[src/common/dma_seq_defs.vh]
// register offsets, field positions, reset values and timing counts of the dma sequencer
`ifndef DMA_SEQ_DEFS_VH
`define DMA_SEQ_DEFS_VH

// register byte offsets
`define OFS_MAIN 8'h00
`define OFS_FEAT 8'h04
`define OFS_BURST 8'h08
`define OFS_ACT 8'h0C
`define OFS_IALO 8'h10
`define OFS_IAHI 8'h14
`define OFS_IIDX 8'h18
`define OFS_IDAT 8'h1C
`define OFS_PER 8'h20
`define OFS_SCFG 8'h24

// field positions
`define MAIN_INIT 0
`define MAIN_IDONE 1
`define MAIN_MASTER 2
`define FEAT_TIMER 13
`define FEAT_EXT 14
`define SCFG_IO16 6

// reset values
`define BURST_RST 8'h10
`define ACT_RST 16'h000A
`define SCFG_RST 7'h00

// operation kinds from buffer management
`define KIND_DRD 2'h0
`define KIND_DWR 2'h1
`define KIND_FRD 2'h2
`define KIND_FWR 2'h3

// initialization block size
`define INIT_WORDS 12
`define INIT_LAST 4'hB

// timing
`define CLK_MHZ 50
`define TICK_NS 100
`define TICK_CYC ((`TICK_NS * `CLK_MHZ + 999) / 1000)
`define STRB_NS 100
`define STRB_CYC ((`STRB_NS * `CLK_MHZ + 999) / 1000)
`define HOLD_NS 1000
`define HOLD_CYC ((`HOLD_NS * `CLK_MHZ) / 1000)

`endif

[src/hdl/init_block_mem.v]
// twelve-word store for the fetched initialization block
`timescale 1ns/1ps
`include "dma_seq_defs.vh"
module init_block_mem (
  input wire pclk, // clock
  input wire we, // write strobe
  input wire [3:0] waddr, // write word index
  input wire [15:0] wdata, // write data
  input wire [3:0] raddr, // read word index
  output reg [15:0] rdata_r // registered read data
);
  reg [15:0] mem [0:`INIT_WORDS-1];

  // write port; out-of-range indices are dropped
  always @(posedge pclk)
  begin
    if (we && (waddr <= `INIT_LAST))
      mem[waddr] <= wdata;
  end

  // registered read; out of range reads zero
  always @(posedge pclk)
  begin
    if (raddr <= `INIT_LAST)
      rdata_r <= mem[raddr];
    else
      rdata_r <= 16'h0000;
  end
endmodule // init_block_mem

[src/hdl/isa_dma_seq.v]
// bus interface sequencer: apb registers, isa master cycles, slave response
// Functional notes
// - initialization fetch reads exactly twelve words into internal storage.
// - timer off: init fetch uses three periods of four contiguous words.
// - timer on: init fetch in 1-3 periods, four-word chunks, more if time allows.
// - descriptor read order is word 1, word 0, word 2.
// - write-back to unchained or end-of-packet descriptor writes word 1 then 3.
// - write-back to chained descriptor without end-of-packet writes word 1 only.
// - descriptor writes drive SA0 and SBHE to update only needed bytes.
// - timer off: one descriptor, one direction per period, 3/2/1 cycles.
// - timer on: any mix of descriptor and buffer accesses per period.
// - fifo grant gives a run of back-to-back cycles before release.
// - timer off: fifo transfers one direction, ascending adjacent addresses.
// - timer on: fifo transfers may mix directions and addresses.
// - ext burst off: fifo transfers capped by burst limit, default 16.
// - burst limit is only a ceiling; fifo state may end earlier.
// - ext burst on, timer off: run until fifo threshold ends it.
// - timer on: period ends when work is done or activity limit expires.
// - timer on: buffer work limited by burst limit only when ext off.
// - timer on: hold bus about 1 us for more work, then release.
// - IOCS16 follows decoded inputs combinationally.
// - IOCHRDY pulled low asynchronously, released on the clock.
// - all master signals change on the internal clock.
// - init fetch starts from the init command bit, address from two registers.
// - descriptors are four words; ring bases are eight-byte aligned.
//
// Added by the designer: the APB interface to the registers and the placing of the registers.
`timescale 1ns/1ps
`include "dma_seq_defs.vh"
module isa_dma_seq (
  input wire pclk, // clock
  input wire presetn, // async reset, active low
  input wire psel, // apb select
  input wire penable, // apb enable
  input wire pwrite, // apb direction
  input wire [7:0] paddr, // apb byte address
  input wire [31:0] pwdata, // apb write data
  output wire [31:0] prdata, // apb read data
  output wire pready, // apb ready
  output wire pslverr, // apb error, unmapped offset
  output wire bus_req, // bus ownership request
  input wire bus_grant, // ownership grant
  output wire [23:0] sa_out, // master address, bit 0 is SA0
  output wire sbhe_n_out, // high byte enable, active low
  output wire memr_n_out, // memory read strobe
  output wire memw_n_out, // memory write strobe
  output wire master_oe_n, // master address/strobe enable, low drives
  input wire [15:0] sd_in, // data bus in
  output wire [15:0] sd_out, // data bus out
  output wire sd_oe_n, // data enable, low drives
  input wire iochrdy_in, // memory ready during master cycles
  input wire aen, // address enable
  input wire [9:4] sa_in, // slave io address
  input wire ior_n, // io read strobe
  input wire iow_n, // io write strobe
  input wire slave_ready, // internal slave access can complete
  output wire iocs16_n, // 16-bit select
  output wire iochrdy_oe_n, // wait pull enable, low pulls
  input wire op_valid, // buffer management request, held to done
  input wire [1:0] op_kind, // request kind
  input wire [23:0] op_addr, // descriptor or buffer address
  input wire op_chained, // descriptor is chained
  input wire op_enp, // end_of_packet_flag of descriptor
  input wire [1:0] op_be1, // byte lanes for word 1 write
  input wire [1:0] op_be3, // byte lanes for word 3 write
  input wire [15:0] op_wdata1, // word 1 write data
  input wire [15:0] op_wdata3, // word 3 write data
  input wire [15:0] fifo_wdata, // receive fifo word
  input wire fifo_more, // fifo wants a further word
  output wire op_done, // request complete pulse
  output wire rd_valid, // read word pulse
  output wire [15:0] rd_data, // read word
  output wire [1:0] rd_word, // descriptor word index of read
  output wire fifo_pop // receive fifo word consumed pulse
);
  localparam ST_IDLE = 3'd0;
  localparam ST_REQ = 3'd1;
  localparam ST_ADDR = 3'd2;
  localparam ST_STRB = 3'd3;
  localparam ST_DONE = 3'd4;
  localparam ST_HOLD = 3'd5;
  localparam ST_REL = 3'd6;
  localparam integer TICK_N = `TICK_CYC - 1;
  localparam integer STRB_N = `STRB_CYC - 1;
  localparam integer HOLD_N = `HOLD_CYC - 1;
  localparam [2:0] TICK_LAST = TICK_N[2:0];
  localparam [2:0] STRB_LAST = STRB_N[2:0];
  localparam [5:0] HOLD_LAST = HOLD_N[5:0];

  // descriptor word order for each step
  function [1:0] desc_word;
    input rd;
    input [1:0] step;
    begin
      if (rd)
        desc_word = (step == 2'h0) ? 2'h1 : ((step == 2'h1) ? 2'h0 : 2'h2);
      else
        desc_word = (step == 2'h0) ? 2'h1 : 2'h3;
    end
  endfunction

  reg [31:0] prdata_r, rd_mux;
  reg pready_r, pslverr_r, init_pend_r, init_done_r, timer_en_r, ext_r, act_r, isinit_r;
  reg bus_req_r, sbhe_n_r, memr_n_r, memw_n_r, moe_n_r, sd_oe_n_r;
  reg op_done_r, rd_valid_r, fifo_pop_r, last, rd_hit;
  reg [7:0] burst_r, iahi_r, pcnt_r;
  reg [15:0] act_lim_r, ialo_r, per_cnt_r, wcnt_r, act_cnt_r, sd_out_r, rdat_r;
  reg [3:0] iidx_r;
  reg [6:0] scfg_r;
  reg [2:0] state_r, strb_cnt_r, tick_r;
  reg [5:0] hold_cnt_r;
  reg [23:0] sa_r;
  reg [1:0] rd_word_r;
  wire [15:0] imem_q;

  assign prdata = prdata_r;
  assign pready = pready_r;
  assign pslverr = pslverr_r;
  assign bus_req = bus_req_r;
  assign sa_out = sa_r;
  assign sbhe_n_out = sbhe_n_r;
  assign memr_n_out = memr_n_r;
  assign memw_n_out = memw_n_r;
  assign master_oe_n = moe_n_r;
  assign sd_out = sd_out_r;
  assign sd_oe_n = sd_oe_n_r;
  assign op_done = op_done_r;
  assign rd_valid = rd_valid_r;
  assign rd_data = rdat_r;
  assign rd_word = rd_word_r;
  assign fifo_pop = fifo_pop_r;

  // current word: kind, address, lanes and data
  wire is_fifo = ~isinit_r & op_kind[1];
  wire cur_wr = ~isinit_r & op_kind[0];
  wire [1:0] dword = desc_word(op_kind == `KIND_DRD, wcnt_r[1:0]);
  wire [23:0] ibase = {iahi_r, ialo_r[15:1], 1'b0};
  wire [23:0] dbase = {op_addr[23:3], 3'b000};
  wire [23:0] wbase = isinit_r ? ibase : (is_fifo ? op_addr : dbase);
  wire [15:0] woff = (isinit_r | is_fifo) ? wcnt_r : {14'h0000, dword};
  // ascending adjacent words for init and fifo runs
  wire [23:0] cur_addr = wbase + {7'h00, woff, 1'b0};
  wire [1:0] cur_be = (cur_wr & ~is_fifo) ? ((dword == 2'h3) ? op_be3 : op_be1) : 2'b11;
  wire [15:0] cur_wdat = is_fifo ? fifo_wdata : ((dword == 2'h3) ? op_wdata3 : op_wdata1);

  // bus activity limit, counted in ticks from the grant
  wire expired = timer_en_r & (act_cnt_r >= act_lim_r);
  // burst limit counts buffer words of this period, only with ext burst off
  wire limit_hit = ~ext_r & ({1'b0, pcnt_r} + 9'h001 >= {1'b0, burst_r});
  wire hold_ok = (state_r == ST_HOLD) & ~expired & (hold_cnt_r != HOLD_LAST);
  wire take_ok = ((state_r == ST_IDLE) & ~act_r) | hold_ok;
  wire init_take = take_ok & init_pend_r;
  wire op_take = take_ok & ~init_pend_r & op_valid & ~op_done_r;
  wire word_end = (state_r == ST_DONE);
  wire init_fin = word_end & isinit_r & last;
  wire grant_evt = (state_r == ST_REQ) & bus_grant & bus_req_r;
  wire owning = ~moe_n_r;
  wire apb_acc = psel & penable;
  wire apb_fin = apb_acc & pready_r;
  wire apb_wr = apb_fin & pwrite;

  // does this word end the whole operation
  always @*
  begin
    last = 1'b0;
    if (isinit_r)
      last = (wcnt_r[3:0] == `INIT_LAST);
    else
    begin
      case (op_kind)
        `KIND_DRD: last = (wcnt_r[1:0] == 2'h2);
        `KIND_DWR: last = (op_enp | ~op_chained) ? (wcnt_r[1:0] == 2'h1) : 1'b1;
        // fifo state may end the run well before the ceiling
        default: last = ~fifo_more | limit_hit;
      endcase
    end
  end

  // break between words: init at four-word chunks, fifo on expiry
  wire brk = isinit_r ? ((wcnt_r[1:0] == 2'h3) & (~timer_en_r | expired)) :
    (is_fifo & timer_en_r & expired);

  // activity tick divider and counter, restarted at each grant
  always @(posedge pclk or negedge presetn)
  begin
    if (!presetn)
    begin
      tick_r <= 3'd0;
      act_cnt_r <= 16'h0000;
    end
    else if (grant_evt)
    begin
      tick_r <= 3'd0;
      act_cnt_r <= 16'h0000;
    end
    else if (owning)
    begin
      if (tick_r == TICK_LAST)
      begin
        tick_r <= 3'd0;
        if (act_cnt_r != 16'hFFFF)
          act_cnt_r <= act_cnt_r + 16'h0001;
      end
      else
        tick_r <= tick_r + 3'd1;
    end
  end

  // master sequencer: every output changes only on the clock edge
  always @(posedge pclk or negedge presetn)
  begin
    if (!presetn)
    begin
      state_r <= ST_IDLE;
      act_r <= 1'b0;
      isinit_r <= 1'b0;
      wcnt_r <= 16'h0000;
      pcnt_r <= 8'h00;
      strb_cnt_r <= 3'd0;
      hold_cnt_r <= 6'd0;
      bus_req_r <= 1'b0;
      sa_r <= 24'h000000;
      sbhe_n_r <= 1'b1;
      memr_n_r <= 1'b1;
      memw_n_r <= 1'b1;
      moe_n_r <= 1'b1;
      sd_out_r <= 16'h0000;
      sd_oe_n_r <= 1'b1;
      rdat_r <= 16'h0000;
      op_done_r <= 1'b0;
      rd_valid_r <= 1'b0;
      rd_word_r <= 2'h0;
      fifo_pop_r <= 1'b0;
      per_cnt_r <= 16'h0000;
    end
    else
    begin
      op_done_r <= 1'b0;
      rd_valid_r <= 1'b0;
      fifo_pop_r <= 1'b0;
      case (state_r)
        ST_IDLE:
        begin
          if (act_r)
            state_r <= ST_REQ;
          else if (init_take | op_take)
          begin
            act_r <= 1'b1;
            isinit_r <= init_take;
            wcnt_r <= 16'h0000;
            state_r <= ST_REQ;
          end
        end
        ST_REQ:
        begin
          // no cycle is driven before the grant arrives
          bus_req_r <= 1'b1;
          if (grant_evt)
          begin
            moe_n_r <= 1'b0;
            pcnt_r <= 8'h00;
            per_cnt_r <= per_cnt_r + 16'h0001;
            state_r <= ST_ADDR;
          end
        end
        ST_ADDR:
        begin
          // a lone high byte sets SA0; SBHE whenever the high lane is enabled, which includes every read
          sa_r <= {cur_addr[23:1], ~cur_be[0]};
          sbhe_n_r <= ~cur_be[1];
          sd_out_r <= cur_wdat;
          sd_oe_n_r <= ~cur_wr;
          memr_n_r <= cur_wr;
          memw_n_r <= ~cur_wr;
          strb_cnt_r <= 3'd0;
          state_r <= ST_STRB;
        end
        ST_STRB:
        begin
          if (strb_cnt_r != STRB_LAST)
            strb_cnt_r <= strb_cnt_r + 3'd1;
          else if (iochrdy_in)
          begin
            rdat_r <= sd_in;
            memr_n_r <= 1'b1;
            memw_n_r <= 1'b1;
            state_r <= ST_DONE;
          end
        end
        ST_DONE:
        begin
          sd_oe_n_r <= 1'b1;
          pcnt_r <= pcnt_r + {7'h00, is_fifo};
          rd_valid_r <= ~isinit_r & ~cur_wr;
          rd_word_r <= dword;
          fifo_pop_r <= is_fifo & cur_wr;
          hold_cnt_r <= 6'd0;
          if (last)
          begin
            act_r <= 1'b0;
            op_done_r <= ~isinit_r;
            wcnt_r <= 16'h0000;
            // timer off: one operation per period, so one descriptor, one direction
            if (timer_en_r & ~expired)
              state_r <= ST_HOLD;
            else
              state_r <= ST_REL;
          end
          else
          begin
            wcnt_r <= wcnt_r + 16'h0001;
            // back-to-back words while the run lasts
            state_r <= brk ? ST_REL : ST_ADDR;
          end
        end
        ST_HOLD:
        begin
          // idle ownership waiting for further work
          hold_cnt_r <= hold_cnt_r + 6'd1;
          if (init_take | op_take)
          begin
            act_r <= 1'b1;
            isinit_r <= init_take;
            wcnt_r <= 16'h0000;
            state_r <= ST_ADDR;
          end
          else if (~hold_ok)
            state_r <= ST_REL;
        end
        ST_REL:
        begin
          bus_req_r <= 1'b0;
          moe_n_r <= 1'b1;
          // the arbiter keeps the grant until the request is withdrawn
          if (~bus_grant & ~bus_req_r)
            state_r <= ST_IDLE;
        end
        default: state_r <= ST_IDLE;
      endcase
    end
  end

  // apb read mux
  always @*
  begin
    rd_mux = 32'h00000000;
    rd_hit = 1'b1;
    case (paddr)
      `OFS_MAIN: rd_mux = {29'h0, owning, init_done_r, init_pend_r | (act_r & isinit_r)};
      `OFS_FEAT: rd_mux = {17'h0, ext_r, timer_en_r, 13'h0};
      `OFS_BURST: rd_mux = {24'h0, burst_r};
      `OFS_ACT: rd_mux = {16'h0, act_lim_r};
      `OFS_IALO: rd_mux = {16'h0, ialo_r};
      `OFS_IAHI: rd_mux = {24'h0, iahi_r};
      `OFS_IIDX: rd_mux = {28'h0, iidx_r};
      `OFS_IDAT: rd_mux = {16'h0, imem_q};
      `OFS_PER: rd_mux = {16'h0, per_cnt_r};
      `OFS_SCFG: rd_mux = {25'h0, scfg_r};
      default: rd_hit = 1'b0;
    endcase
  end

  // apb slave: one wait state, answer registered in the first access cycle
  always @(posedge pclk or negedge presetn)
  begin
    if (!presetn)
    begin
      pready_r <= 1'b0;
      prdata_r <= 32'h00000000;
      pslverr_r <= 1'b0;
    end
    else if (apb_fin)
    begin
      pready_r <= 1'b0;
      pslverr_r <= 1'b0;
    end
    else if (apb_acc)
    begin
      pready_r <= 1'b1;
      prdata_r <= pwrite ? 32'h00000000 : rd_mux;
      pslverr_r <= ~rd_hit;
    end
  end

  // software registers; hardware set of init done wins over a clear
  always @(posedge pclk or negedge presetn)
  begin
    if (!presetn)
    begin
      init_pend_r <= 1'b0;
      init_done_r <= 1'b0;
      timer_en_r <= 1'b0;
      ext_r <= 1'b0;
      burst_r <= `BURST_RST;
      act_lim_r <= `ACT_RST;
      ialo_r <= 16'h0000;
      iahi_r <= 8'h00;
      iidx_r <= 4'h0;
      scfg_r <= `SCFG_RST;
    end
    else
    begin
      if (init_take)
        init_pend_r <= 1'b0;
      else if (apb_wr && paddr == `OFS_MAIN && pwdata[`MAIN_INIT] && !(act_r & isinit_r))
        init_pend_r <= 1'b1;
      if (init_fin)
        init_done_r <= 1'b1;
      else if (apb_wr && paddr == `OFS_MAIN && pwdata[`MAIN_IDONE])
        init_done_r <= 1'b0;
      if (apb_wr)
      begin
        case (paddr)
          `OFS_FEAT:
          begin
            timer_en_r <= pwdata[`FEAT_TIMER];
            ext_r <= pwdata[`FEAT_EXT];
          end
          `OFS_BURST: burst_r <= pwdata[7:0];
          `OFS_ACT: act_lim_r <= pwdata[15:0];
          `OFS_IALO: ialo_r <= pwdata[15:0];
          `OFS_IAHI: iahi_r <= pwdata[7:0];
          `OFS_IIDX: iidx_r <= pwdata[3:0];
          `OFS_SCFG: scfg_r <= pwdata[6:0];
          default: ;
        endcase
      end
    end
  end

  // fetched init words land in their own store
  init_block_mem u_imem (
    .pclk(pclk),
    .we(word_end & isinit_r),
    .waddr(wcnt_r[3:0]),
    .wdata(rdat_r),
    .raddr(iidx_r),
    .rdata_r(imem_q)
  );

  slave_resp u_slave (
    .pclk(pclk),
    .presetn(presetn),
    .aen(aen),
    .sa_in(sa_in),
    .io_base(scfg_r[5:0]),
    .io16(scfg_r[`SCFG_IO16]),
    .ior_n(ior_n),
    .iow_n(iow_n),
    .slave_ready(slave_ready),
    .iocs16_n(iocs16_n),
    .iochrdy_oe_n(iochrdy_oe_n)
  );
endmodule // isa_dma_seq

[src/hdl/slave_resp.v]
// slave-side 16-bit select and wait-state response
`timescale 1ns/1ps
module slave_resp (
  input wire pclk, // clock
  input wire presetn, // async reset, active low
  input wire aen, // address enable, high during dma
  input wire [9:4] sa_in, // io address bits
  input wire [5:0] io_base, // decoded io base
  input wire io16, // respond as 16-bit port
  input wire ior_n, // io read strobe
  input wire iow_n, // io write strobe
  input wire slave_ready, // internal access can complete
  output wire iocs16_n, // 16-bit select, active low
  output wire iochrdy_oe_n // pulls iochrdy low when low
);
  reg rdy_r;
  wire sel = ~aen & (sa_in == io_base);
  wire access = sel & (~ior_n | ~iow_n);

  // select follows the address with no clock in the path
  assign iocs16_n = ~(sel & io16);

  // ready latch only changes on the clock, so release is synchronous
  always @(posedge pclk or negedge presetn)
  begin
    if (!presetn)
      rdy_r <= 1'b0;
    else if (!access)
      rdy_r <= 1'b0;
    else if (slave_ready)
      rdy_r <= 1'b1;
  end

  // the pull starts with the strobe itself, ahead of any edge
  assign iochrdy_oe_n = ~(access & ~rdy_r);
endmodule // slave_resp

[config.mk]
export PLATFORM = sky130hd
export DESIGN_NAME = isa_dma_seq
export DESIGN_NICKNAME = d
export VERILOG_FILES = /design/src/hdl/init_block_mem.v /design/src/hdl/isa_dma_seq.v /design/src/hdl/slave_resp.v
export VERILOG_INCLUDE_DIRS = /design/src /design/src/common
export SDC_FILE = /design/constraint.sdc
export NUM_CORES = 1
export LEC_CHECK = 0
export ABC_AREA = 1
export BUFFER_PORTS_ARGS = -buffer_cell sky130_fd_sc_hd__buf_2
export CAP_MARGIN = 20
export CORE_UTILIZATION = 45
export CTS_BUF_LIST = sky130_fd_sc_hd__clkbuf_8
export DETAILED_ROUTE_END_ITERATION = 8
export GPL_TIMING_DRIVEN = 0
export PLACE_DENSITY_LB_ADDON = 0.05
export SLEW_MARGIN = 20
export SYNTH_ARGS = -nofsm -noshare
export SYNTH_HDL_FRONTEND = slang
export SYNTH_HIERARCHICAL = 1
export SYNTH_SLANG_ARGS = --single-unit
export TNS_END_PERCENT = 100
[constraint.sdc]
create_clock -name pclk -period 2.8 [get_ports pclk]
set_clock_uncertainty 0.05 [all_clocks]
set_input_delay 0.42 -clock pclk [delete_from_list [all_inputs] [get_ports pclk]]
set_output_delay 0.42 -clock pclk [all_outputs]
set_load 0.02 [all_outputs]
## Word level (Yosys, flattened, before mapping)

Memory sizes are Yosys's and may differ from the RTL's. A register that Yosys moved wholly into a read port is not among the register bits.
Cells that the tools add are included.

- Divide/modulo/power cells: 0
- Reduce and logical (&&, ||, !) cells: 43
- $lt $le $gt $ge: 4
- Muxes and demuxes: 78
- Shift-type cells: 0
- Add/subtract/negate cells: 9
- Eq/ne operators: 38
- Multipliers: 0
- Bitwise gates (word level): 64

Operators with widths:

| cell | count |
|---|---|
| 2-to-1 mux 16 bit | 10 |
| one-hot mux 16 bit (10 select lines) | 1 |
| adder 16 x 1 -> 16 bit, second input constant | 3 |
| one-hot mux 16 bit (3 select lines) | 1 |
| 2-to-1 mux 3 bit | 15 |
| == test 8 x 5 -> 1 bit, second input constant | 4 |
| 2-to-1 mux 32 bit | 1 |
| AND 1 bit | 31 |
| 2-to-1 mux 1 bit | 29 |
| AND reduction 2 bit | 14 |
| NOT 1 bit | 25 |
| adder 24 x 17 -> 24 bit | 1 |
| 2-to-1 mux 24 bit | 1 |
| nonzero test 2 bit | 11 |
| one-hot mux 3 bit (7 select lines) | 1 |
| == test 8 x 4 -> 1 bit, second input constant | 2 |
| == test 8 x 6 -> 1 bit, second input constant | 2 |
| >= comparator 16 bit | 1 |
| != test 16 bit, second input constant | 1 |
| != test 2 bit, second input constant | 8 |
| one-hot mux 8 bit (2 select lines) | 1 |
| 2-to-1 mux 2 bit | 7 |
| one-hot mux 1 bit (2 select lines) | 7 |
| == test 3 bit, second input constant | 4 |
| 31 further kinds | 55 |

- Output and inout port bits: 103
- Memories kept: 1
- Flip-flop bits (word level): 238
- Memory bits (writable): 192
- Bits of input ports: 155
- Bits in read-only memories: 0
- Bits in latches: 0
- Word-level logic and storage cells: 274

Memory list:

| name | depth | bits a word | rd ports | clocked after memory_dff | wr ports | RTL line | source |
|---|---|---|---|---|---|---|---|
| u_imem.mem | 12 | 16 | 1 | 1 | 1 | init_block_mem.v:12 | `` reg [15:0] mem [0:`INIT_WORDS-1]; `` |

## Longest topological paths before layout

Gate-level depths: netlist of run 1.

- Word-level depth: 13
- Depth in mapped cells: 21
- Mapped depth without buffers: 21

## Modules after synthesis

Netlist of run 1, hierarchy kept.

Modules (own cells, without submodules):

| module | cells each | seq. area each (µm²) | times used | area an instance (µm²) |
|---|---|---|---|---|
| isa_dma_seq | 1581 | 5540.3 | 1 | 12503.2 |
| init_block_mem | 658 | 6085.8 | 1 | 8060.2 |
| slave_resp | 49 | 25.0 | 1 | 235.2 |

## Worst setup path after synthesis of run 1

No wires, ideal clock.

- Path type: reg2reg
- Start: register state_r[0]
- End: memory u_imem.mem[5][0] (enable)
- Path buffers: 2
- Setup time: 0.409 ns
- Clock period less this slack: 3.010 ns
- Stages on the path, launching flop included: 8
- Data required time: 2.341 ns
- Slack: -0.210 ns
- Arrival: 2.551 ns
- Cell sequence: dfrtp_1 > nor2_1 > nand2_1 > clkbuf_1 > clkbuf_1 > nor2_1 > nand3_1 > nor3_1

- Longest elaborated chain between the ends: 5

Ends and longest elaborated chain:

| item | RTL line | source |
|---|---|---|
| start: declaration | isa_dma_seq.v:110 | `reg [2:0] state_r, strb_cnt_r, tick_r;` |
| start signal: assignment | isa_dma_seq.v:313 | `state_r <= brk ? ST_REL : ST_ADDR;` |
| == test 3 bit | isa_dma_seq.v:154 | `wire word_end = (state_r == ST_DONE);` |
| AND 1 bit | isa_dma_seq.v:434 | `.we(word_end & isinit_r),` |
| logical AND 1 bit | init_block_mem.v:17 | `` if (we && (waddr <= `INIT_LAST)) `` |
| 2-to-1 mux 1 bit | init_block_mem.v:17 |  |
| 2-to-1 mux 1 bit (not written as such) | init_block_mem.v:18 | `mem[waddr] <= wdata;` |
| end: declaration | init_block_mem.v:12 |  |

No other way between the ends.

## Worst setup path after layout of run 1

- Start: register isinit_r
- End: register sa_r[23], in the netlist sa_out[23]

- Longest elaborated chain between the ends: 5
- Elaborated cells between the ends (all ways): 7
- Those cells by class: add/sub: 1; mux: 3; bitwise: 3

Ends and longest elaborated chain:

| item | RTL line | source |
|---|---|---|
| start: declaration | isa_dma_seq.v:103 | `reg pready_r, pslverr_r, init_pend_r, init_done_r, timer_en_r, ext_r, act_r, isinit_r;` |
| start signal: assignment | isa_dma_seq.v:249 | `isinit_r <= init_take;` |
| start signal: assignment | isa_dma_seq.v:323 | `isinit_r <= init_take;` |
| NOT 1 bit | isa_dma_seq.v:134 | `wire is_fifo = ~isinit_r & op_kind[1];` |
| AND 1 bit | isa_dma_seq.v:134 |  |
| 2-to-1 mux 3 bit / OR 1 bit (equally long branches) | isa_dma_seq.v:139, isa_dma_seq.v:140 |  |
| 2-to-1 mux 24 bit / 2-to-1 mux 16 bit (equally long branches) | isa_dma_seq.v:139, isa_dma_seq.v:140 |  |
| adder 24 x 17 -> 24 bit (*) | isa_dma_seq.v:142 | `wire [23:0] cur_addr = wbase + {7'h00, woff, 1'b0};` |
| end signal: assignment | isa_dma_seq.v:269 | `sa_r <= {cur_addr[23:1], ~cur_be[0]};` |
| end: declaration | isa_dma_seq.v:112 | `reg [23:0] sa_r;` |

Mark *: on every way between the ends. The rest lies on a longest branch, timed or not.
A chain may end at the register's enable or synchronous reset.

==> out/qor.csv, run 1 <==
stage,metric,value,unit
routing,routedWlPerCell,19.25,um
layout,final_nets,2930,
floorplan,fp.dieH,217.0,um
setup_path,crit_start,isinit_r,
placement,place_inst,3144,
sta,setup_ws,-0.04321,ns
sta,max_slew.worst_pin.slew,1.121,ns
worst_hold_path,min_from,iow_n,
synth,syn_area_per_cell,9.090,um^2
sta,fin_crit,2.843,ns
sta,drv_slew,0,
clock_tree,cts.sinks,430,
sta,slew_headroom,25.01,%
routing,routed-via-count,17920,
placement,port_buffers,224,
placement,hpwl,47450,um
synth,ys_types,64,
synth,yosys.area.top_type,edfxtp_1,
clock_tree,cts.path.max_buffers,3,
setup_path,critPathKind,reg2reg,
clock_tree,cts_tree,done,
setup_path,cp-start-kind,flip-flop,
sta,timing.setup.tns,-0.07657,ns
floorplan,start_util,45.73,%
outcome,violations,negative setup slack,
clock_tree,cts_root_buffer,clkbuf_8,
sta,hold_viol,0,
setup_path,cp-end-kind,flip-flop,
routing,dr.pass1.iters,5,
layout,finalNonFillerCells,3378,
clock_tree,clk_latency,0.66,ns
worst_hold_path,hold_path_class,in2reg,
routing,totalWireLength,65030,um
layout,n_antenna_cell,0,
sta,rsz0062_at_grt,yes,
clock_tree,htreeDepth,3,
placement,post-place-ws,-0.9297,ns
synth,netlist.area_leader.share,27.72,%
sta,holdWs,0.03677,ns
clock_tree,cts_made_buffers,77,
sta,post-route-period-util,101.5,%
run,max-cap-violations,0,
global_routing,track_usage,27.38,%
setup_path,cp.arrival,3.33,ns
global_routing,grt_antenna_before_repair,0,
synth,netlist_area,0.02080,mm^2
global_routing,grt_pass1_vias,17010,
power_and_ir_drop,p_leak,12.02,nW
floorplan,dieArea,0.04708,mm^2
setup_path,crit_required,3.28,ns
synth,synth-async-reset-ratio,51.63,%
synth,synth_warnings,6,
layout,drive_gt1_share,22.32,%
layout,area_delta_synth_final,25.18,%
setup_path,timing.rr.start,isinit_r,
power_and_ir_drop,total_power,18.14,mW
outcome,status,"finished, violations left",
sta,max_freq,0.3517,GHz
global_routing,grt_start_max_net_pins,81,
global_routing,grt.overflow.total,0,
synth,netlist_instances,2288,
synth,synth.area.top_cells,"edfxtp_1 (28%), dfrtp_1 (26%), nand2_1 (11%)",
power_and_ir_drop,worst_ir_drop_vdd,514.1,uV
placement,gp_congestion,0.9646,
synth,synth_enable_flop_cells,192,
floorplan,rows,78,
setup_path,path_max_fanout,10,
floorplan,coreArea,0.04548,mm^2
synth,yosys_register_bits,430,
routing,via_per_inst,5.306,
routing,drc,0,
routing,drt.antenna.violating_nets,0,
sta,finalSetupViolCount,2,
clock_tree,clkTransAtPathRegs,0.06,ns
synth,seq_area_frac_synth,56.02,%
floorplan,io_pins,258,
synth,synth_ff_type,dfrtp_1,
global_routing,grt_pass1_wl,97580,um
power_and_ir_drop,power_density,696.6,mW/mm^2
floorplan,die_x,217.0,um
routing,drt_iter0_markers,1319,
-- worst paths after layout --
| path | end | slack (ns) | cells after the start |
|---|---|---|---|
| setup / recovery | sa_out[23] | -0.04 | 18 |
| hold / removal | u_slave/rdy_r | 0.04 | 4 |
| hold reg to reg | memw_n_out | 0.42 | 2 |
| max in group asynchronous | act_lim_r[1] | 1.46 | 4 |
| setup reg to reg | sa_out[23] | -0.04 | 18 |
| min in group asynchronous | prdata[7] | 0.17 | 2 |
-- Yosys cell counts, types with 5 or more instances --
cell type / instances
dfrtp_1: 214
clkbuf_1: 43
buf_6: 6
a21o_1: 5
edfxtp_1: 192
a221oi_1: 12
nand4_1: 9
xnor2_1: 10
nand2_1: 611
dfxtp_1: 16
nor3_1: 34
xor2_1: 31
a21oi_1: 93
dfstp_2: 8
o21bai_1: 5
o21ai_0: 177
nand3_1: 186
buf_4: 27
mux2_2: 16
nor2_2: 7
nor2_1: 193
o21ai_1: 13
inv_1: 201
buf_2: 14
a22o_1: 9
a31oi_1: 6
o22ai_1: 18
ha_1: 55
or2_2: 6
-- cells in the final DEF, fill, tap and decap left out, types with 11 or more instances in the layout --
cell             n
nand2_1        580
buf_2          237
inv_1          223
dfrtp_1        209
edfxtp_1       192
nor2_1         178
nand3_1        173
o21ai_0        163
clkbuf_8        86
a21oi_1         84
buf_4           74
ha_1            45
dlygate4sd3_1   44
clkbuf_1        34
xor2_1          29
nor3_1          27
o21ai_1         21
nand2_2         20
clkinv_1        17
buf_6           17
o22ai_1         17
nand2_4         16
mux2_2          16
conb_1          16
dfxtp_1         16
nor2_4          15
nand3_2         12
nor2_2          11
a21oi_2         11
a221oi_1        11
-- critical path: stages, from the launching register on --
cell and delay [ns]:
dfrtp_1 0.40, buf_8 0.15, clkinvlp_4 0.19, buf_8 0.21, nand2_1 0.06, o21ai_1 0.08, ha_1 0.38, nand3_2 0.10
nand2_2 0.08, nand3_2 0.09, nand2_4 0.12, nand3_4 0.08, nand2_4 0.09, nand3_4 0.07, nand2_4 0.11, nand3_2 0.08
or2_4 0.26, nand3_2 0.06, nand2_1 0.06
-- state kept, by name, summed over array words and instances, names as in the netlist, 8 cells and up --
name,cells
u_imem/mem,192
per_cnt_r,16
prdata,16
iahi_r,8
u_imem/rdata_r,16
sa_out,24
act_lim_r,16
pcnt_r,8
ialo_r,16
burst_r,8
sd_out,16
act_cnt_r,16
rd_data,16
wcnt_r,16
-- layout make-up --
| class | instances | area [um^2] |
|---|---|---|
| buffer | 94 | 599.3 |
| inverter | 209 | 799.5 |
| multi-input combinational | 1571 | 8556 |
| sequential | 430 | 11660 |
| tap | 600 | 750.7 |
| clock buffer | 84 | 1156 |
| fill | 4146 | 19440 |
| timing repair buffer | 336 | 2237 |
| clock inverter | 54 | 279.0 |
-- layer usage --
metal	routed length [um]	global-route usage [%]	up-vias
met5	0	0	-
met4	1878	8.944	0
met3	3868	4.528	117
met2	31100	45.32	599
met1	28190	36.61	8700
li1	-	-	8507
-- stage by stage --
step                utilization, %  instance area [um^2]
CTS                          55.89                 25420
floorplan                        -                 20870
detailed placement           50.69                 23050
global placement             50.01                 22750
finish                       57.25                 26040
global route                 57.25                 26040
-- timing repair --
| action | 4_1_cts | 5_1_grt |
|---|---|---|
| setup buffers | 25 | 28 |
| endpoints found under the hold margin | 130 | 0 |
| hold buffers | 44 | 0 |
| pin swaps | 11 | 38 |
| resized for setup | 81 | 106 |
| setup endpoints to repair | 154 | 199 |
| cloned | 0 | 1 |
-- report_power, final --
part	switching (mW)	internal [mW]	total [mW]
Clock	2.66	2.87	5.53
Sequential	0.651	7.41	8.06
Combinational	2.95	1.60	4.55
-- cell families after synthesis --
kind of cell | synth area share, %
AND/OR/NAND/NOR | 21.69
buffers and inverters | 6.286
other | 0.01803
AO/OA/AOI/OAI | 9.938
adder cells (fa/ha/maj) | 3.405
flip-flops | 56.02
XOR/XNOR | 1.727
multiplexers | 0.9144
No activity file was read; power rests on OpenSTA's default activity.
==> inputs of run 2 (changes only) <==
==> constraint.sdc (replaced) <==
create_clock -name pclk -period 3.1 [get_ports pclk]
set_clock_uncertainty 0.05 [all_clocks]
set_input_delay 0.465 -clock pclk [delete_from_list [all_inputs] [get_ports pclk]]
set_output_delay 0.465 -clock pclk [all_outputs]
set_load 0.02 [all_outputs]
==> run 2 against run 1 <==
The flow now finishes without violations. Flip-flop and latch count unchanged. Final cell count decreased by 1.7%. Combinational power decreased by 18%. Clock power decreased by 3%. Global-route usage decreased by 0.57 points. Sequential share of layout area increased by 1.7 points. First-iteration DRC count decreased by 13%. Routed wire length decreased by 3.5%. Utilization decreased by 2.1 points. Hold slack improved by 0.018 ns. Non-clock buffer count decreased by 61. Worst setup slack improved by 0.21 ns. Critical path type unchanged.
==> out/qor.csv, run 2 (same netlist as run 1, synthesis figures left out) <==
stage,metric,value,unit
layout,final_nets,2868,
clock_tree,cts_root_buffer,clkbuf_8,
layout,finish.instance_area,0.02507,mm^2
routing,via_per_inst,5.229,
routing,dr.pass1.iters,7,
layout,finalNonFillerCells,3321,
sta,hold_viol,0,
setup_path,cp-end-kind,flip-flop,
clock_tree,cts.sinks,430,
clock_tree,htreeDepth,3,
setup_path,cp.arrival,3.43,ns
placement,gp_congestion,0.9073,
power_and_ir_drop,power_density,652.4,mW/mm^2
floorplan,die_x,217.0,um
sta,finalSetupViolCount,0,
sta,max_slew.worst_pin.slew,0.9015,ns
layout,final_common_cell,nand2_1,
floorplan,dieArea,0.04708,mm^2
worst_hold_path,hold_path_end,ext_r,
power_and_ir_drop,worst_ir_drop_vdd,417.1,uV
routing,drt_iter0_markers,1142,
power_and_ir_drop,total_power,16.35,mW
sta,slew_headroom,39.68,%
setup_path,ff2ff_path_depth,18,
global_routing,grt_pass1_vias,16720,
sta,max_freq,0.3409,GHz
setup_path,timing.rr.start,isinit_r,
layout,drive_gt1_share,19.15,%
placement,place_inst,3145,
worst_hold_path,min_from,pwdata[14],
sta,post-route-period-util,94.62,%
clock_tree,clk_latency,0.68,ns
setup_path,critPathKind,reg2reg,
floorplan,start_util,45.73,%
global_routing,grt.overflow.total,0,
worst_hold_path,hold_path_class,in2reg,
outcome,status,"complete, no violations",
sta,holdWs,0.05504,ns
layout,area_delta_synth_final,20.51,%
clock_tree,cts_made_buffers,77,
floorplan,coreArea,0.04548,mm^2
placement,placed_area,0.02300,mm^2
run,max-cap-violations,0,
layout,n_fill_cell,4263,
routing,routedWlPerCell,18.89,um
worst_hold_path,hold_depth,3,
global_routing,track_usage,26.82,%
layout,largest_reg_flops,192,
clock_tree,cts.path.max_buffers,3,
setup_path,cp-start-kind,flip-flop,
global_routing,grt_pass1_wl,95850,um
setup_path,path_max_fanout,10,
floorplan,io_pins,258,
clock_tree,clkTransAtPathRegs,0.06,ns
routing,totalWireLength,62730,um
global_routing,grt_start_max_net_pins,87,
clock_tree,cts_tree,done,
global_routing,grt_antenna_before_repair,0,
routing,drc,0,
setup_path,crit_required,3.60,ns
sta,fin_crit,2.933,ns
sta,drv_slew,0,
layout,layout_common_cells,"nand2_1 (604), buf_2 (237), inv_1 (227)",
floorplan,rows,78,
setup_path,r2r-end,sa_out[23],
placement,hpwl,46200,um
setup_path,r2r_slack,0.17,ns
layout,top_register,u_imem/mem,
placement,port_buffers,224,
routing,routed-via-count,17360,
routing,drt.antenna.violating_nets,0,
floorplan,fp.dieH,217.0,um
power_and_ir_drop,p_leak,11.66,nW
==> run 2: changes by cell type in the layout (fill, tap and decap cells not counted), sizes merged, moves of 2 or more <==
cell,change
buf,-35
dlygate4sd3,-24
clkinv,-7
clkbuf,+4
bufinv,+2
inv,+2
==> run 2: area by class of cell <==
cell class,instances,area [um^2],area share [%]
buffer,94,571.8,2.281
inverter,209,794.5,3.170
multi-input combinational,1570,8077,32.22
clock inverter,52,322.8,1.288
sequential,430,11660,46.51
clock buffer,90,1239,4.942
tap,600,750.7,2.995
antenna,1,2.502,0.009984
timing repair buffer,275,1649,6.579
==> run 2: through the flow <==
| step | utilization (%) | worst slack (ns) | TNS [ns] |
|---|---|---|---|
| 3_5_place_dp | 50.57 | -0.9641 | -13.53 |
| 6_report | 55.11 | 0.1669 | 0 |
| 3_3_place_gp | 49.97 | -2.731 | -798.60 |
| 4_1_cts | 54.65 | -0.02465 | -0.02465 |
| 5_1_grt | 55.11 | -0.007980 | -0.01666 |
| 2_1_floorplan | - | 0.08976 | 0 |
==> run 2: critical path, cell delays in order, from the launching register on <==
cell and delay [ns]:
dfrtp_2 0.41, buf_4 0.23, clkbuf_4 0.23, nand2_1 0.11, nand2_1 0.09, ha_1 0.18, fa_2 0.22, nand3_1 0.07
nand2_1 0.11, nand3_1 0.09, nand2_2 0.10, nand3_1 0.09, nand2_2 0.10, nand3_1 0.10, nand2_2 0.13, nand3_1 0.10
or2_2 0.28, nand3_1 0.07, nand2_1 0.06
==> run 2: where the power goes <==
| group | total [mW] | switching, mW | internal (mW) |
|---|---|---|---|
| Combinational | 3.72 | 2.48 | 1.24 |
| Sequential | 7.24 | 0.555 | 6.69 |
| Clock | 5.38 | 2.47 | 2.91 |
| Total | 16.4 | 5.51 | 10.8 |
==> run 2: worst max path at each step <==
stage,start,end,slack [ns],cells after the start
floorplan,state_r[0],u_imem/mem[5][0],0.09,7
global placement,presetn,rd_data[1],-2.73,1
detailed placement,isinit_r,sa_out[14],-0.96,15
CTS,isinit_r,sa_out[14],-0.02,15
global route,pcnt_r[0],act_r,-0.008,19
finish,isinit_r,sa_out[23],0.17,18
==> run 2: routing by layer <==
metal	GRT usage, %	vias to the layer above	wire, um
li1	-	8406	-
met1	36.85	8385	28330
met2	43.92	496	30120
met3	3.857	77	3063
met4	8.239	0	1211
met5	0	-	0
==> run 2: what timing repair did <==
| action | in CTS | in global routing |
|---|---|---|
| setup endpoints to repair | 81 | 37 |
| hold buffers | 20 | 0 |
| endpoints found under the hold margin | 73 | 0 |
| buffers inserted | 3 | 10 |
| gates resized for setup | 26 | 45 |
| pin swaps | 2 | 8 |
==> inputs of run 3 (changes only) <==
--- a/config.mk
+++ b/config.mk
@@ -10,7 +10,7 @@
 export BUFFER_PORTS_ARGS = -buffer_cell sky130_fd_sc_hd__buf_2
 export CAP_MARGIN = 20
 export CORE_UTILIZATION = 45
-export CTS_BUF_LIST = sky130_fd_sc_hd__clkbuf_8
+export CTS_BUF_LIST = sky130_fd_sc_hd__clkbuf_16
 export DETAILED_ROUTE_END_ITERATION = 8
 export GPL_TIMING_DRIVEN = 0
 export PLACE_DENSITY_LB_ADDON = 0.05
==> run 3 against run 2 <==
Maximum frequency is 0.44% higher. Die area stayed put. Clock power fell by 4.6%. Via count down 1.9%. Critical path depth increased by 1. First-iteration DRC count hardly changed. Worst setup slack better by 0.013 ns. Critical path type unchanged.
==> out/qor.csv, run 3 (same netlist as run 1, synthesis figures left out) <==
stage,metric,value,unit
placement,placed_area,0.02300,mm^2
outcome,status,"complete, no violations",
clock_tree,cts_made_buffers,48,
routing,routed-via-count,17040,
sta,setup_ws,0.1798,ns
routing,dr.pass1.iters,5,
sta,finalSetupViolCount,0,
sta,max_slew.worst_pin.slew,0.9598,ns
setup_path,cp-start-kind,flip-flop,
global_routing,track_usage,26.38,%
layout,largest_reg_flops,192,
clock_tree,htreeDepth,2,
global_routing,grt_start_max_net_pins,87,
floorplan,coreArea,0.04548,mm^2
routing,via_per_inst,5.247,
setup_path,path_max_fanout,10,
global_routing,grt_antenna_before_repair,0,
placement,port_buffers,224,
floorplan,fp.dieH,217.0,um
sta,post-route-period-util,94.20,%
sta,max_freq,0.3424,GHz
clock_tree,clk_latency,0.60,ns
setup_path,cp.arrival,3.34,ns
floorplan,start_util,45.73,%
power_and_ir_drop,power_density,650.6,mW/mm^2
run,max-cap-violations,0,
clock_tree,cts_root_buffer,clkbuf_16,
sta,hold_viol,0,
routing,drt.antenna.violating_nets,0,
layout,final_util,54.26,%
floorplan,rows,78,
sta,slew_headroom,35.34,%
floorplan,die_x,217.0,um
placement,post-place-ws,-0.9641,ns
clock_tree,cts_tree,done,
layout,final_common_cell,nand2_1,
global_routing,grt_pass1_wl,94470,um
routing,totalWireLength,61730,um
sta,fin_crit,2.920,ns
placement,gp_congestion,0.9073,
clock_tree,cts.path.max_buffers,3,
routing,routedWlPerCell,19.01,um
routing,drc,0,
power_and_ir_drop,p_leak,11.45,nW
layout,top_register,u_imem/mem,
sta,timing.setup.tns,0,ns
placement,hpwl,46200,um
layout,area_delta_synth_final,18.64,%
layout,layout_common_cells,"nand2_1 (605), buf_2 (237), inv_1 (219)",
layout,finalNonFillerCells,3247,
placement,place_inst,3145,
layout,final_nets,2819,
layout,finish.instance_area,0.02467,mm^2
worst_hold_path,hold_path_class,in2reg,
floorplan,io_pins,258,
routing,drt_iter0_markers,1143,
clock_tree,clkTransAtPathRegs,0.06,ns
global_routing,grt.overflow.total,0,
power_and_ir_drop,worst_ir_drop_vdd,411.0,uV
layout,drive_gt1_share,17.83,%
clock_tree,cts.sinks,430,
layout,n_antenna_cell,0,
setup_path,crit_required,3.52,ns
setup_path,critPathKind,reg2reg,
setup_path,cp-end-kind,flip-flop,
global_routing,grt_pass1_vias,16340,
sta,drv_slew,0,
floorplan,dieArea,0.04708,mm^2
-- run 3: worst max-delay path, cell delays in order, from the launching register on --
cell and delay (ns):
dfrtp_2 0.45, buf_12 0.17, nor2_4 0.12, clkbuf_16 0.19, nand2_1 0.06, nand2_1 0.06, ha_1 0.18, fa_2 0.22
nand3_1 0.07, nand2_1 0.11, nand3_1 0.09, nand2_2 0.10, nand3_1 0.09, nand2_2 0.10, nand3_1 0.10, nand2_2 0.13
nand3_1 0.10, or2_2 0.28, nand3_1 0.07, nand2_1 0.06
-- run 3: area by class of cell --
cell class	instances	area (um^2)
multi-input combinational	1570	8041
clock buffer	48	1201
tap	600	750.7
timing repair buffer	255	1451
buffer	94	576.8
fill	4250	20800
inverter	209	794.5
sequential	430	11660
clock inverter	41	200.2
-- run 3: metal layers --
metal,vias up,share of wire (%),global-route usage (%)
li1,8290,-,-
met1,8236,45,36.75
met2,445,48,43.33
met3,67,4.6,3.117
met4,0,2.2,7.700
met5,-,0,0
-- run 3: where the power goes --
group	internal [mW]	leakage (nW)	switching [mW]
registers	6.69	4.98	0.549
clock network	2.81	0.775	2.32
logic	1.23	5.70	2.46
-- run 3: what timing repair did --
action,in CTS,in global routing
hold buffers,1,0
hold endpoints to repair,55,0
resized for setup,25,42
endpoints found under the setup margin,70,38
setup buffers,4,8
pin swaps,2,5
-- run 3: per-stage QoR --
step	hold WS, ns	total power, mW
CTS	0.01364	16.16
global route	0.02400	16.91
global placement	0.4076	10.86
floorplan	0.1194	9.569
detailed placement	0.3840	10.95
finish	0.04375	16.05
-- run 3: path summary, 6_finish.rpt --
path	start	depth (start not counted)	slack [ns]	endpoint
max	isinit_r	19	0.18	sa_out[23]
min	op_kind[0]	2	0.04	rd_valid
max reg2reg	isinit_r	19	0.18	sa_out[23]
min reg2reg	memr_n_out	2	0.42	memr_n_out
max in group asynchronous	presetn	4	1.33	sbhe_n_out
min in group asynchronous	presetn	2	0.35	u_slave/rdy_r
